[src/design/mahp_pkg.sv]
package mahp_pkg;
	// Bus width of the multiplexed address/data lines
	localparam int MAHP_BUS_W = 8;
	// Phase lengths in ns, printed figures of our own choosing
	localparam int MAHP_T_ADDR_SETUP_NS = 40;
	localparam int MAHP_T_ALE_HIGH_NS = 60;
	localparam int MAHP_T_ALE_HOLD_NS = 20;
	localparam int MAHP_T_STROBE_NS = 160;
	localparam int MAHP_T_RECOVER_NS = 40;
	// Clock period in ns
	localparam int MAHP_CLK_NS = 20;
	// Least times round up to whole cycles, never below one
	function automatic int mahp_cyc(input int t_ns);
		int c;
		c = (t_ns + MAHP_CLK_NS - 1) / MAHP_CLK_NS;
		return (c < 1) ? 1 : c;
	endfunction
	localparam int MAHP_ADDR_SETUP_CYC = mahp_cyc(MAHP_T_ADDR_SETUP_NS);
	localparam int MAHP_ALE_HIGH_CYC = mahp_cyc(MAHP_T_ALE_HIGH_NS);
	localparam int MAHP_ALE_HOLD_CYC = mahp_cyc(MAHP_T_ALE_HOLD_NS);
	localparam int MAHP_STROBE_CYC = mahp_cyc(MAHP_T_STROBE_NS);
	localparam int MAHP_RECOVER_CYC = mahp_cyc(MAHP_T_RECOVER_NS);
	// Sequencer states
	typedef enum logic [2:0] {
		MAHP_IDLE,
		MAHP_ADDR,
		MAHP_ALE,
		MAHP_HOLD,
		MAHP_STROBE,
		MAHP_RECOVER
	} mahp_state_type;
endpackage : mahp_pkg

[src/design/mahp_host.sv]
`timescale 1ns/100ps
`default_nettype none
// Overview of operation
// - Address valid before strobe falls
// - Same lines carry address then data
// - Write data held through strobe end
// - Chip select held through strobe
module mahp_host
	import mahp_pkg::*;
#(
	parameter int BUS_W = MAHP_BUS_W
) (
	// Clock and reset
	input wire logic i_clk_sys,
	input wire logic i_srst,
	// User command port
	input wire logic i_req_valid,
	input wire logic i_req_write,
	input wire logic i_req_sel,
	input wire logic i_req_skip_addr,
	input wire logic [BUS_W-1:0] i_req_addr,
	input wire logic [BUS_W-1:0] i_req_wdata,
	output logic o_req_ready,
	output logic o_rsp_valid,
	output logic [BUS_W-1:0] o_rsp_rdata,
	// Multiplexed bus pins
	input wire logic [BUS_W-1:0] i_muxed_bus,
	output logic [BUS_W-1:0] o_muxed_bus,
	output logic o_muxed_bus_oe_n,
	output logic o_ale,
	output logic o_cs_n,
	output logic o_rd_n,
	output logic o_wr_n
);
	// Sequencer state and phase counter
	mahp_state_type state_q;
	logic [7:0] cnt_q;
	// Latched request
	logic wr_q;
	logic sel_q;
	logic [BUS_W-1:0] addr_q;
	logic [BUS_W-1:0] wdata_q;
	// Bus input synchroniser
	logic [BUS_W-1:0] bus_s1_q;
	logic [BUS_W-1:0] bus_s2_q;
	// Phase end flag
	logic last;

	// Phase ends when the counter reaches zero
	assign last = (cnt_q == 8'h00);
	// Ready only when idle
	assign o_req_ready = (state_q == MAHP_IDLE);

	// Count helper for phase lengths
	function automatic logic [7:0] mahp_len(input int n);
		return 8'(n - 1);
	endfunction

	// Two-stage synchroniser on the pins
	always_ff @(posedge i_clk_sys) begin
		if (i_srst) begin
			bus_s1_q <= '0;
			bus_s2_q <= '0;
		end else begin
			bus_s1_q <= i_muxed_bus;
			bus_s2_q <= bus_s1_q;
		end
	end

	// Request capture
	always_ff @(posedge i_clk_sys) begin
		if (i_srst) begin
			wr_q <= 1'b0;
			sel_q <= 1'b0;
			addr_q <= '0;
			wdata_q <= '0;
		end else if (i_req_valid && o_req_ready) begin
			wr_q <= i_req_write;
			sel_q <= i_req_sel;
			addr_q <= i_req_addr;
			wdata_q <= i_req_wdata;
		end
	end

	// Sequencer: address phase, strobe phase, recovery
	always_ff @(posedge i_clk_sys) begin
		if (i_srst) begin
			state_q <= MAHP_IDLE;
			cnt_q <= 8'h00;
		end else begin
			unique case (state_q)
				MAHP_IDLE: begin
					if (i_req_valid) begin
						// Reuse of last address skips address phase
						if (i_req_skip_addr && i_req_sel) begin
							state_q <= MAHP_STROBE;
							cnt_q <= mahp_len(MAHP_STROBE_CYC);
						end else begin
							state_q <= MAHP_ADDR;
							cnt_q <= mahp_len(MAHP_ADDR_SETUP_CYC);
						end
					end
				end
				MAHP_ADDR: begin
					// Address set up before strobe rises
					if (last) begin
						state_q <= MAHP_ALE;
						cnt_q <= mahp_len(MAHP_ALE_HIGH_CYC);
					end else begin
						cnt_q <= cnt_q - 8'h01;
					end
				end
				MAHP_ALE: begin
					if (last) begin
						state_q <= MAHP_HOLD;
						cnt_q <= mahp_len(MAHP_ALE_HOLD_CYC);
					end else begin
						cnt_q <= cnt_q - 8'h01;
					end
				end
				MAHP_HOLD: begin
					// Address held past strobe fall
					if (!last) begin
						cnt_q <= cnt_q - 8'h01;
					end else if (sel_q) begin
						state_q <= MAHP_STROBE;
						cnt_q <= mahp_len(MAHP_STROBE_CYC);
					end else begin
						// Deselected cycle only latches address
						state_q <= MAHP_RECOVER;
						cnt_q <= mahp_len(MAHP_RECOVER_CYC);
					end
				end
				MAHP_STROBE: begin
					if (last) begin
						state_q <= MAHP_RECOVER;
						cnt_q <= mahp_len(MAHP_RECOVER_CYC);
					end else begin
						cnt_q <= cnt_q - 8'h01;
					end
				end
				MAHP_RECOVER: begin
					// Gap lets device release bus
					if (last) begin
						state_q <= MAHP_IDLE;
					end else begin
						cnt_q <= cnt_q - 8'h01;
					end
				end
			endcase
		end
	end

	// Pin drive, all from flip-flops
	always_ff @(posedge i_clk_sys) begin
		if (i_srst) begin
			o_muxed_bus <= '0;
			o_muxed_bus_oe_n <= 1'b1;
			o_ale <= 1'b0;
			o_cs_n <= 1'b1;
			o_rd_n <= 1'b1;
			o_wr_n <= 1'b1;
		end else begin
			// Defaults: strobes idle, bus released
			o_ale <= 1'b0;
			o_rd_n <= 1'b1;
			o_wr_n <= 1'b1;
			o_cs_n <= 1'b1;
			o_muxed_bus_oe_n <= 1'b1;
			unique case (state_q)
				MAHP_IDLE: begin
					o_muxed_bus <= o_muxed_bus;
				end
				MAHP_ADDR, MAHP_ALE, MAHP_HOLD: begin
					// Address on shared lines
					o_muxed_bus <= addr_q;
					o_muxed_bus_oe_n <= 1'b0;
					// Strobe high only in its own phase, after set-up
					o_ale <= (state_q == MAHP_ALE);
					o_cs_n <= !sel_q;
				end
				MAHP_STROBE: begin
					// Chip select across strobe
					o_cs_n <= 1'b0;
					o_wr_n <= !(wr_q && !last);
					o_rd_n <= !(!wr_q && !last);
					// Write data held through strobe
					o_muxed_bus <= wdata_q;
					o_muxed_bus_oe_n <= !wr_q;
				end
				MAHP_RECOVER: begin
					o_muxed_bus <= o_muxed_bus;
				end
			endcase
		end
	end

	// Read byte sampled at strobe end
	always_ff @(posedge i_clk_sys) begin
		if (i_srst) begin
			o_rsp_valid <= 1'b0;
			o_rsp_rdata <= '0;
		end else begin
			o_rsp_valid <= 1'b0;
			if (state_q == MAHP_RECOVER && cnt_q == mahp_len(MAHP_RECOVER_CYC)
				&& sel_q && !wr_q && !o_req_ready) begin
				o_rsp_rdata <= bus_s2_q;
				o_rsp_valid <= 1'b1;
			end
		end
	end
endmodule // mahp_host
`default_nettype wire

[config.mk]
export PLATFORM = sky130hd
export DESIGN_NAME = mahp_host
export DESIGN_NICKNAME = d
export VERILOG_FILES = /design/src/design/mahp_pkg.sv /design/src/design/mahp_host.sv
export SDC_FILE = /design/constraint.sdc
export NUM_CORES = 1
export LEC_CHECK = 0
export ABC_AREA = 1
export BUFFER_PORTS_ARGS = -buffer_cell sky130_fd_sc_hd__buf_2
export CAP_MARGIN = 20
export CORE_MARGIN = 10
export CORE_UTILIZATION = 59
export CTS_CLUSTER_DIAMETER = 30
export DETAILED_ROUTE_END_ITERATION = 8
export PLACE_DENSITY = 0.91
export SYNTH_ARGS = -nofsm -noshare
export SYNTH_HDL_FRONTEND = slang
export SYNTH_SLANG_ARGS = --single-unit
[constraint.sdc]
create_clock -name i_clk_sys -period 3.1 [get_ports i_clk_sys]
set_clock_uncertainty 0.05 [all_clocks]
set_input_delay 0.155 -clock i_clk_sys [delete_from_list [all_inputs] [get_ports i_clk_sys]]
set_output_delay 0.155 -clock i_clk_sys [all_outputs]
set_load 0.005 [all_outputs]
==> Word level (Yosys, flattened, before mapping) <==
Index checks and enable logic that the tools add are counted.
{ "word_totals": {"reg_bits": 67, "in_bits": 30, "out_inout_bits": 23, "word_cells": 76} }
{ "op_classes": {"n_addsub": 1, "n_eq_ne": 13, "mux": 22, "n_bitwise": 2, "reduce_logical": 22} }
{ "ops": {"columns": ["op", "count"], "rows": [
  ["$mux W8", 6],
  ["$pmux W8 S6", 1],
  ["$mux W3", 9],
  ["$pmux W3 S6", 1],
  ["$pmux W8 S2", 1],
  ["$ne A2 B2 Y1 const B", 7],
  ["$eq A8 B1 Y1 const B", 1],
  ["$logic_and A1 B1 Y1", 8],
  ["$logic_not A8 Y1", 1],
  ["$sub A8 B1 Y8 const B", 1],
  ["$eq A3 B2 Y1 const B", 2],
  ["$eq A3 B3 Y1 const B", 2],
  ["$logic_not A1 Y1", 6],
  ["$reduce_and A6 Y1", 1],
  ["$reduce_or A2 Y1", 3],
  ["$pmux W1 S2", 2],
  ["$eq A3 B1 Y1 const B", 1],
  ["$logic_not A3 Y1", 1],
  ["$reduce_or A3 Y1", 1],
  ["$mux W1", 2],
  ["$not A1 Y1", 2],
  ["$reduce_and A2 Y1", 1]
]} }

==> Depth between registers and ports, before layout <==
Gate-level depths: netlist (run 1).
{ "depth": {"ltp_word": 6, "ltp_mapped": 11, "depth_no_buf": 11} }

==> Worst setup path after synthesis (run 1) <==
OpenSTA, ideal clock, no wires.
{ "synth_timing": {"path_type": "flip-flop to flip-flop", "startpoint": "register cnt_q[0]", "endpoint": "register cnt_q[3]", "setup_ps": 122, "t_arrival_ps": 1261, "required_ps": 2928, "slack_ps": 1667, "path_stages_with_launch": 10, "n_path_buf": 0, "period_less_slack_ps": 1433, "cell_sequence": "dfxtp_1 -> inv_1 -> ha_1 -> nand2_1 -> nor2_4 -> nand2_4 -> nand2_8 -> nor2_4 -> xor2_1 -> nor2_1"} }
{ "synth_via": {"elab_chain_len": 3, "elab_cells_between_ends": 10} }
{ "synth_lines": {"columns": ["item", "line", "source"], "rows": [
  ["from (decl)", "mahp_host.sv:37", "logic [7:0] cnt_q;"],
  ["from (signal assigned)", "mahp_host.sv:97", "cnt_q <= mahp_len(MAHP_STROBE_CYC);"],
  ["from (signal assigned)", "mahp_host.sv:100", "cnt_q <= mahp_len(MAHP_ADDR_SETUP_CYC);"],
  ["from (signal assigned)", "mahp_host.sv:108", "cnt_q <= mahp_len(MAHP_ALE_HIGH_CYC);"],
  ["$sub A8 B1 Y8 / $logic_not A8 Y1 (equally long branches)", null, null],
  ["$mux W8 (tied with other cells)", "mahp_host.sv:144", "if (last) begin"],
  ["$pmux W8 S6 / $reduce_and A2 Y1 (equally long branches)", null, null]
]} }
Parallel ways exist; a longest one is shown, timed or not. The select of a mux whose other input is x is not followed.
A chain may end at the register's enable or synchronous reset.

==> Final worst setup path (run 1) <==
{ "layout_timing": {"startpoint": "register state_q[1]", "endpoint": "register wdata_q[0]"} }
{ "layout_via": {"elab_chain_len": 2} }
{ "layout_lines": {"columns": ["item", "line", "source"], "rows": [
  ["from (decl)", "mahp_host.sv:36", "mahp_state_type state_q;"],
  ["from (signal assigned)", "mahp_host.sv:88", "state_q <= MAHP_IDLE;"],
  ["from (signal assigned)", "mahp_host.sv:96", "state_q <= MAHP_STROBE;"],
  ["from (signal assigned)", "mahp_host.sv:99", "state_q <= MAHP_ADDR;"],
  ["$logic_not A3 Y1", "mahp_host.sv:52", "assign o_req_ready = (state_q == MAHP_IDLE);"],
  ["$logic_and A1 B1 Y1", "mahp_host.sv:77", "end else if (i_req_valid && o_req_ready) begin"],
  ["to (signal assigned)", "mahp_host.sv:81", "wdata_q <= i_req_wdata;"],
  ["to (decl)", "mahp_host.sv:42", "logic [BUS_W-1:0] wdata_q;"]
]} }
Every way passes these cells.

==> summary by stage, run 1 <==
GRT
The number of global-route vias before repair was between 2k and 2.5k. The wire length of the first global-routing pass is approximately 11 mm. Entering global routing, the biggest net connects 33 pins. The total track usage is 0.185.

For this run the aggregate overflow at the end of global routing stands at 0. The number of antenna violations at the first check in global routing is 0.

Synthesis
After synthesis the netlist holds a flip-flop and latch count of 67. A synthesized cell averages 7.73 sq um. The register area share after synthesis is 0.482. The cell count after synthesis came out at 360. The number of library cell types mapped by synthesis is 34. The post-synthesis cell type with the largest combined area is dfxtp_1. The summed instance area of the synthesized netlist is around 2800 sq um. When the netlist entered floorplanning its net count stood at approximately 390. The total number of yosys warnings is 0. Of the post-synthesis cell area, the dominant cell type holds 0.482.

After synthesis, the cell types taking the most area are dfxtp_1 (48%), inv_1 (8.0%), a21oi_1 (6.7%).

STA
Dividing the final minimum period by the clock period gives 0.585. The final number of max-transition violations is 0. The final hold violation count is 0. The transition time of the tightest slew-check pin is 878 ps. Across all hold checks on the routed design, the worst slack comes to ~46 ps. Setup violations remaining at the end of the flow were counted as 0.

For the finished layout, the period the worst path requires is 1810 ps. Setup repair after global routing left no endpoint under its margin. Based on the critical path, the design can be clocked at up to between 500 and 600 MHz. In this run the tightest slew margin relative to its limit is 0.414. After routing, the total negative slack on setup checks comes to 0 ps.

Finish
The repair_antennas step left the layout with diodes totalling 0. In the final design database the tool counted about 450 nets. After routing the design area is between 3000 and 4000 sq um.

The library cells used most frequently in the layout, excluding fill and tap cells, are dfxtp_1 (67), inv_1 (59), buf_2 (52), nand2_1 (49), a21oi_1 (37). The proportion of layout cells with a drive suffix above 1 is 0.224. The finished layout holds approximately 480 standard cells, fillers aside. The synthesis-to-finish area growth is 19.8%.

The library cell used most frequently in the layout, excluding fill and tap cells, is dfxtp_1.

Power
The total power per unit cell area is ~990 nW/um^2. The worst-case vdd ir drop is 0.589 mV. Summed over all cells, the static leakage comes to 1.60 nW. The sum of internal, switching and leakage power is approximately 3.3 mW.

Clock network
The clock reaches the later pin of the worst-skew pair after ~340 ps. In this run, CTS created clock tree buffers numbering 9. Clock-pin slew was measured on the worst setup and hold paths at 70 ps. Counting every sink on the clock net gives between 60 and 70. The tree is rooted in a clkbuf_8. The TritonCTS clock tree is built. The maximum number of buffers from clock root to sink is 2.

The H-tree was split into 3 levels. The total of cells resized after clock tree synthesis is 0.

Place
The placed cell area is between 3000 and 4000 sq um. The post-DP HPWL is between 4 and 5 mm. Routability-driven placement finished with a final weighted congestion of around 0.93.

The count of input and output buffers is 52. Once placement completed, the tool counted placed cells totaling ~450.

Route
The first-iteration detailed-routing DRC count is 268. Dividing the detail-routed via count by the number of cells gives between 5 and 6. The residual DRC count is 0. The final route contains around 2.5k vias. The number of nets with antenna violations after detailed routing is 0.

The count of TritonRoute iterations in the first routing pass is 4. After detailed routing, the average wire length per cell comes to 14.3 microns. The detailed-route wire length is ~6.8 mm.

Outcome
The run finished with clean final reports.

Worst setup path
The critical path class is reg -> reg. For the worst setup path, the data arrival time is between 1500 and 2000 ps. On the critical path, the stage with the largest delay is an instance of dfxtp_1. The type of element capturing the critical path is a register. In this run the worst path has a maximum fanout of 27. STA classifies the critical path startpoint as a register.

The signal on the critical path passes through inv_2 -> nand2_1 -> inv_1 -> nand2_2 -> o21ai_0 -> a21oi_1. In this design, the stage delay of the slowest critical-path cell is 350 ps. The critical path data required time is ~3300 ps.

Die
The floorplan has 24 rows. In this run the count of I/O pins placed on the die edge is 53. The floorplan step defined a die boundary enclosing between 7000 and 8000 sq um. For this configuration, the core starts out at a cell density of 0.622. In this run the horizontal extent of the chip is around 90 microns. Measured along the y axis, the die boundary spans 88.7 microns.

The floorplan step defined a core boundary enclosing about 4500 sq um.

Worst hold path
The worst hold-check path type is in -> reg.

Flow run
The tool flagged a number of max-cap violations equal to 0.
-- metal layers --
layer,track usage,share of wire,vias to the layer above,wire length (microns)
met3,0.0616,0.067,15,453
met5,0,0,-,0
li1,-,-,1272,-
met1,0.216,0.42,1171,2850
met2,0.307,0.50,89,3390
met4,0.0675,0.016,0,108
-- flip-flops by register name, summed over array words and instances (netlist names) --
register,count
wdata_q,8
bus_s2_q,8
addr_q,8
o_wr_n,1
bus_s1_q,8
o_rd_n,1
o_cs_n,1
o_rsp_rdata,8
state_q,3
o_muxed_bus,8
o_rsp_valid,1
o_ale,1
wr_q,1
o_muxed_bus_oe_n,1
cnt_q,8
sel_q,1
-- layout make-up --
type	instances	area, sq um
Inverter	65	244
Clock inverter	5	52.6
Tap cell	52	65.1
Multi-Input combinational cell	216	1140
Sequential cell	67	1340
Fill cell	330	1140
Clock buffer	11	141
Timing Repair Buffer	61	348
-- where the power goes --
part	switching (mW)	internal, mW	leakage [nW]
registers	0.134	1.05	0.550
logic	0.909	0.494	0.948
clock network	0.320	0.389	0.0991
-- worst max-delay path, delay by kind of cell, from the launching register on --
family,cells,cell delay (ps)
AND/OR/NAND/NOR,2,470
buffers and inverters,2,420
AO/OA/AOI/OAI,2,390
flip-flops,1,350
-- Yosys cell counts, drive strengths merged --
master	instances
a21oi	37
a31o	1
buf	5
clkbuf	7
dfxtp	67
ha	3
inv	65
nand2	54
nand3	24
nand4	2
nor2	39
nor3	4
nor3b	1
nor4	1
o211ai	11
o21a	1
o21ai	33
o21bai	1
o22ai	1
or2	1
xnor2	1
xor2	1
-- worst paths after layout --
kind              cells after the start                      end               startpoint  slack [ps]
setup / recovery                      6  wdata_q[0]$_SDFFE_PP0P_  state_q[1]$_SDFFE_PP0P_        1290
hold / removal                        3   addr_q[7]$_SDFFE_PP0P_            i_req_addr[7]          50
setup reg to reg                      6  wdata_q[0]$_SDFFE_PP0P_  state_q[1]$_SDFFE_PP0P_        1290
hold reg to reg                       2   bus_s2_q[4]$_SDFF_PP0_   bus_s1_q[4]$_SDFF_PP0_         350
-- metrics by stage --
step                      worst slack [ps]  utilization
after floorplan                       1670            -
after global placement                1470        0.684
after detailed placement              1390        0.684
after CTS                             1340        0.745
after global routing                  1140        0.745
final                                 1290        0.745
-- cell families after synthesis --
| group | share of synthesized area |
|---|---|
| fa+ha+maj | 0.0135 |
| compound gates | 0.170 |
| xor+xnor | 0.00630 |
| simple gates | 0.220 |
| buf+inv | 0.108 |
| flops | 0.482 |
-- timing repair --
item | 4_1_cts | 5_1_grt
hold endpoints to repair | 8 | 0
hold buffers | 8 | 0
buffers inserted | 0 | 0
(Power assumes the default switching activity.)
==> run 2: changes to the inputs <==
- ABC_AREA: 1 -> 0
- CORE_UTILIZATION: 59 -> 54
- PLACE_DENSITY: 0.91 -> 0.85
- clock period: 3.1 -> 1.78 ns (I/O delays scaled with it)
==> run 2 against run 1 <==
Net effect:
- the flow now finishes with violations (negative setup slack)
- routed wire length up 17%
- final area up 15%
- combinational power grew 130%
- non-clock buffer count rose by 45
- register-to-register slack worse by 1400 ps
- sequential cell count is the same
- final cell count rose by 1.5%
- global-route usage down 0.62 points
- synthesized cell count is 13% lower
- critical path type unchanged
- largest power group unchanged
==> summary by stage, run 2 <==
GRT
Across every metal layer, demand over resource in global routing totals 0.179. The number of antenna violations at the first check in global routing came to 0. The wire length of the first global-routing pass is 12.1 mm.

Global routing finished with a remaining overflow of 0. Entering global routing, the biggest net connects 33 pins. The number of global-route vias before repair is approximately 2.6k.

Worst hold path
The worst hold-check path type is in -> reg. Along the worst hold path, the cell count comes to 4. The startpoint identified for the worst hold timing path is i_req_skip_addr.

The destination of the worst hold path is state_q[0]$_SDFFE_PP0P_.

Finish
The number of nets at the end of the flow is 445. The most frequent standard cell in the layout excluding fill and tap cells is dfxtp_1. The final design instance area without fill is between 3000 and 4000 sq um. Leaving out fill and tap cells, the most frequent cells in the layout are dfxtp_1 (64), buf_2 (52), nand2_1 (47), nor2_1 (43), a21oi_1 (35). The proportion of layout cells with a drive suffix above 1 is 0.283. The number of inserted diodes is 0. Compared with the post-synthesis result, the final layout area differs by 39.8%.

Clock network
The maximum number of buffers from clock root to sink is 2. The H-tree generated during clock tree synthesis spans 3 levels. Clock latency on the worst-skew pair, taken at its later pin, is between 300 and 400 ps. Buffers inserted during clock tree synthesis total 9. Clock tree synthesis selected as its root buffer the cell clkbuf_8.

TritonCTS built the clock tree. Clock-pin slew was measured on the worst setup and hold paths at around 70 ps. The clock net sink count is 67.

Worst setup path
The type of element capturing the critical path is a register. The worst setup path is launched from a register. The worst-case reg-to-reg path depth is 6. The slowest library cell on the worst path is nor4_4.

The biggest cell delay along the critical path is ~420 ps. The critical path class is reg -> reg. The signal on the critical path passes through nor4_4 -> a41oi_2 -> buf_4 -> o211ai_1 -> xor2_1 -> nor2_1.

The kind of cell adding the most delay to the critical path is simple AND/OR/NAND/NOR gates. The critical path data arrival time is just over 2000 ps. The source of the worst register-to-register timing path is cnt_q[2]$_SDFFE_PP0P_. The critical path data required time is between 1500 and 2000 ps.

Along the worst path, the maximum fanout reaches 4. The endpoint identified for the worst register-to-register timing path is cnt_q[4]$_SDFFE_PP0P_. The worst reg-to-reg setup slack is -100 ps. Counting both buffers and inverters, the worst setup path holds a total of 1.

Route
After detailed routing, the number of vias per cell comes to 5.38. The pre-antenna-repair detailed-routing pass consisted of 5 iterations. The via count is around 2.6k.

The detailed-route wire length is 7.95 mm. The residual DRC count is 0. The first routing iteration left 137 violations. In this run the remaining antenna-violating nets after routing total 0. Dividing the detail-routed wire length by the instance count gives 16.4 microns.

Power
The worst-case vdd ir drop is around 0.94 mV. The internal power component is 4.12 mW. The share of total power dissipated in sequential elements is 0.306.

Power spread over the standard cell area amounts to 1750 nW/um^2. The analysis attributes to cell leakage a power of roughly 1.7 nW. In this run the power spent charging and discharging nets is approximately 2.6 mW. The proportion of power drawn by the clock network is 0.217. Of the total power, the share spent switching nets is 0.384. Of the total power, combinational logic draws 0.477.

Place
In this run the cell area measured after placement is 3190 sq um. Detailed placement ended at an HPWL of roughly 4.6 mm. The routability congestion estimate from global placement is about 0.90. The count of input and output buffers is 52.

Synthesis
dfxtp_1 is the most common cell in the netlist. Yosys mapped a number of flops with a built-in enable equal to 0. By count the netlist is led by dfxtp_1 (67), nand2_1 (47), nor2_1 (43). Of the synthesized area, sequential elements account for 0.490. The number of nets in the synthesized netlist is about 350. The synthesized netlist contains between 40 and 50 unique library cells. The prevailing post-synth register cell is dfxtp_1. The mean instance size in the synthesized netlist is between 8 and 9 sq um. The cell count after synthesis is 314. The total of flip-flops plus latches after synthesis is 67. The total number of yosys warnings is 0. The summed instance area of the synthesized netlist is 2740 sq um. By area the synthesized netlist is led by dfxtp_1 (49%), nand2_1 (6.4%), a21oi_1 (6.4%).

The fraction of registers with async set or reset after synthesis is 0. The post-synthesis cell type with the largest combined area is dfxtp_1. The area share of the largest cell type after synthesis is 0.490.

STA
The final hold violation count is 0. The count of final setup violators is 8. Adding up every negative setup slack in the final design gives -220 ps.

Hold is met by ~80 ps. Setup repair after global routing could not meet its margin everywhere. The worst slew slack as a fraction of its limit is 0.589. The achievable frequency is 533 MHz. In the post-route analysis, the smallest setup slack over all paths is -95.5 ps. At the pin with the least slew margin, the transition time is between 600 and 700 ps.

The post-route minimum period is 1880 ps. Dividing the final minimum period by the clock period gives 1.05. The final number of max-transition violations came to 0.

Outcome
The final reports fail on negative setup slack. The flow ran to the end, but the final reports show violations.

Die
The x dimension of the die is roughly 91 microns. The placement row count is 25. The floorplan die area is around 8300 sq um.

The die extent in y is roughly 91 microns. The core footprint is between 4000 and 5000 sq um. Pin placement for this block handled 53 I/O pins. The initial core utilization is 0.568.

Flow run
Across the run, the number of max-cap violations was 0.
## run 2: cells by family after synthesis
logic type	share of synthesized area
flip-flops	0.490
AND/OR/NAND/NOR	0.235
buffers and inverters	0.0384
AO/OA/AOI/OAI	0.138
XOR/XNOR	0.0224
multiplexers	0.0622
adder cells (fa/ha/maj)	0.0137
## run 2: layout make-up
class / count / area [sq um]
multi-input combinational: 223 / 1370
sequential: 67 / 1350
fill: 318 / 991
timing repair buffer: 106 / 769
clock buffer: 10 / 138
clock inverter: 6 / 95.1
tap: 67 / 83.8
inverter: 5 / 18.8
## run 2: power groups by stage
stage | registers (mW) | logic, mW | clock network, mW
2_1_floorplan | 2.00 | 1.80 | 0
3_3_place_gp | 2.02 | 2.54 | 0
3_5_place_dp | 2.04 | 2.58 | 0
4_1_cts | 2.02 | 2.74 | 1.47
5_1_grt | 2.07 | 3.49 | 1.53
6_report | 2.04 | 3.19 | 1.45
## run 2: stage by stage
stage / setup WS, ps / cells / utilization / power [mW]
floorplan: 34.4 / 314 / - / 3.80
global placement: 64.3 / 437 / 0.663 / 4.57
detailed placement: -4.86 / 437 / 0.663 / 4.62
CTS: -11.8 / 480 / 0.771 / 6.22
global route: -169 / 484 / 0.794 / 7.09
finish: -95.5 / 484 / 0.794 / 6.68
## run 2: per-layer routing
metal | up-vias | GRT usage | share of wire
li1 | 1249 | - | -
met1 | 1246 | 0.174 | 0.37
met2 | 88 | 0.332 | 0.54
met3 | 21 | 0.0683 | 0.065
met4 | 0 | 0.0705 | 0.026
met5 | - | 0 | 0
## run 2: tightest hold or removal path, cell delays in order
cell,delay [ps]
buf_2,100
nand2_1,100
nand2_1,100
a221oi_2,50
## run 2: what timing repair did
action,4_1_cts,5_1_grt
hold buffers,27,0
buffers inserted,0,4
resized for setup,2,19
pin swaps,1,11
endpoints found under the hold margin,27,0
cloned,0,0
endpoints found under the setup margin,3,24
## run 2: worst max-delay path by stage
stage,start,cells past startpoint,endpoint
after floorplan,cnt_q[0]$_SDFFE_PP0P_,7,cnt_q[1]$_SDFFE_PP0P_
after global placement,cnt_q[2]$_SDFFE_PP0P_,5,cnt_q[1]$_SDFFE_PP0P_
after detailed placement,cnt_q[0]$_SDFFE_PP0P_,7,cnt_q[1]$_SDFFE_PP0P_
after CTS,cnt_q[5]$_SDFFE_PP0P_,5,cnt_q[1]$_SDFFE_PP0P_
after global routing,cnt_q[2]$_SDFFE_PP0P_,6,cnt_q[4]$_SDFFE_PP0P_
final,cnt_q[2]$_SDFFE_PP0P_,6,cnt_q[4]$_SDFFE_PP0P_
==> run 3: changes to the inputs <==
- clock period: 1.78 -> 2.1 ns (I/O delays scaled with it)
==> run 3 against run 2 <==
Net effect:
- the flow now finishes without violations
- register-to-register slack better by 240 ps
- hold slack better by 17 ps
- final cell count is 3.9% lower
- non-clock buffer count is 19 lower
- sequential power is 13% lower
- final area is 6.9% lower
- combinational power is 38% lower
- largest power group unchanged
==> summary by stage, run 3 (synthesized netlist as in run 2, its figures left out) <==
Outcome
The flow ran to the end, and the final reports show no timing, DRC or antenna violations.

Route
The first detailed-routing pass took 4 iterations. In this run the remaining antenna-violating nets after routing total 0. The residual DRC count is 0. The routed wirelength normalized by instance count is 15.6 microns. After detailed routing, the number of vias per cell comes to roughly 5.3.

The final layout contains routed wiring with a total length of around 7.3 mm. The via count is 2457. For this block, the initial DRC count from the detailed router was just over 200.

Finish
In the final design database the tool counted roughly 430 nets. Measured on the finished design, the core utilization comes to 0.740. In the final layout, flip-flops and latches occupy 1340 sq um. Of the cells placed in the final design, the portion with a size suffix greater than 1 is 0.214. The finished layout holds 465 standard cells, fillers aside. After routing the design area is approximately 3600 sq um. The synthesis-to-finish area growth is 30.2%. Leaving out fill and tap cells, the most frequent cell in the layout is dfxtp_1. The multi-input logic area is 1290 sq um. 0 antenna diodes ended up in the layout. The top cell types in the final layout, fill and taps aside, are dfxtp_1 (67), buf_2 (52), nand2_1 (47), nor2_1 (43), a21oi_1 (35).

The layout has ~360 filler cells.

Worst setup path
The critical path startpoint category is a register. The critical path starts at state_q[2]$_SDFFE_PP0P_. In this run the critical register-to-register path is launched from state_q[2]$_SDFFE_PP0P_. The capturing point of the worst reg2reg path is cnt_q[5]$_SDFFE_PP0P_.

The critical path data required time is ~2300 ps. The worst reg-to-reg setup slack is between 100 and 150 ps. Of all nets on the critical path, the largest fanout is 14.

The critical path is of the reg -> reg type. For the worst setup path, the data arrival time is 2150 ps. Counting cells, the worst reg-to-reg path comes to 6. The worst setup path endpoint is cnt_q[5]$_SDFFE_PP0P_.

STA classifies the critical path endpoint as a register.

GRT
The global-route layer with the greatest usage is met2. The total track usage is 0.177. The met3 usage in global routing is 0.0700. The number of antenna violations at the first check in global routing is 0. The maximum number of pins on one net before global-route repair is 35.

The global route total overflow is 0. The met2 usage in global routing is 0.311. The number of global-route vias before repair came to 2563.

The wire length of the first global-routing pass is around 12 mm. The met1 layer usage reported by global route is 0.180.

Die
The initial core utilization is 0.568. The core footprint is around 4800 sq um. The floorplan die area is 8310 sq um. In this run the count of I/O pins placed on the die edge is 53. The floorplan step set the die height to roughly 91 microns. The placement row count is 25.

The x dimension of the die is between 90 and 100 microns.

Clock network
After clock tree synthesis, the clock-pin slew on the worst setup and hold paths is approximately 70 ps. The clock net sink count is 67. TritonCTS built the clock tree.

The clock network latency to the later pin of the worst-skew pair is roughly 350 ps. The number of buffers added for setup after CTS is 0. The total clock buffers created by CTS is 9.

The clock passes through at most 2 buffers. The total number of H-tree levels is 3. The buffer cell driving the clock tree root is clkbuf_8.

STA
Of the available clock period, the critical path in the final layout requires 0.933. The least setup slack across all paths after layout is between 100 and 150 ps. The achievable frequency is between 500 and 600 MHz. Setup repair after global routing left no endpoint under its margin. At the pin with the least slew margin, the transition time is 634 ps. The post-route minimum period is roughly 2000 ps.

For the final routed database, the setup TNS stands at 0 ps. The count of final setup violators is 0. Hold timing on the final database bottoms out at a slack of 99.0 ps.

The final hold violation count is 0. The final number of max-transition violations is 0. Measured against its own limit, the worst slew margin works out to 0.577.

Power
Overall power consumption after layout is estimated at around 5 mW. The worst-case vdd ir drop is 0.720 mV. Power spread over the standard cell area amounts to 1400 nW/um^2. The analysis attributes to cell leakage a power of ~1.6 nW.

Place
The pre-CTS setup slack is roughly 170 ps. The count of input and output buffers is 52. Routability-driven placement finished with a final weighted congestion of approximately 0.87.

The placed cell area is 3070 sq um. The post-DP HPWL is around 4.3 mm. The number of cells after detailed placement is between 400 and 500.

Flow run
Across the run, the number of max-cap violations was 0.

Worst hold path
The worst hold path begins at i_req_skip_addr. In this run the worst hold path is classified as in -> reg.
==> run 3: cell count changes in the layout (fill, tap and decap cells not counted), moves of 2 or more <==
| cell | before | now |
|---|---|---|
| dfxtp_2 | 2 | 0 |
| clkinvlp_4 | 0 | 2 |
| inv_6 | 2 | 0 |
| buf_4 | 22 | 7 |
| mux2i_2 | 2 | 0 |
| buf_6 | 3 | 0 |
| dfxtp_1 | 64 | 67 |
| mux2i_1 | 15 | 17 |
==> run 3: worst min path at each step <==
stage | endpoint | slack [ps] | cells past startpoint
2_1_floorplan | bus_s1_q[0]$_SDFF_PP0_ | 180 | 1
3_3_place_gp | bus_s1_q[3]$_SDFF_PP0_ | 260 | 2
3_5_place_dp | bus_s1_q[0]$_SDFF_PP0_ | 270 | 2
4_1_cts | state_q[0]$_SDFFE_PP0P_ | 90 | 4
5_1_grt | state_q[0]$_SDFFE_PP0P_ | 110 | 4
6_report | state_q[0]$_SDFFE_PP0P_ | 100 | 4
==> run 3: what timing repair did <==
item	CTS	global route
setup endpoints to repair	0	0
gates resized for setup	0	0
endpoints found under the hold margin	27	0
hold buffers	27	0
==> run 3: critical path, cell delays in order (launching register included) <==
cell and delay (ps):
dfxtp_1 610, and2_1 250, a41oi_1 250, buf_4 220, o2111ai_1 240, xor2_1 170
nor2_1 50
==> run 3: final cells by class <==
cell class,count,share of cell area
clock inverters,6,0.0249
multi-input cells,223,0.362
repair buffers,87,0.169
inverters,5,0.00527
well taps,67,0.0235
flip-flops and latches,67,0.376
clock buffers,10,0.0386
==> run 3: per-layer routing <==
layer | part of all wire | vias up
met5 | 0 | -
met4 | 0.030 | 0
met3 | 0.076 | 22
met2 | 0.52 | 100
met1 | 0.37 | 1121
li1 | - | 1214
==> run 3: report_power, final <==
| group | leakage [nW] | switching [mW] | total [mW] | internal, mW |
|---|---|---|---|---|
| combinational | 0.943 | 1.14 | 1.99 | 0.852 |
| sequential | 0.548 | 0.278 | 1.78 | 1.51 |
| clock | 0.108 | 0.506 | 1.21 | 0.700 |
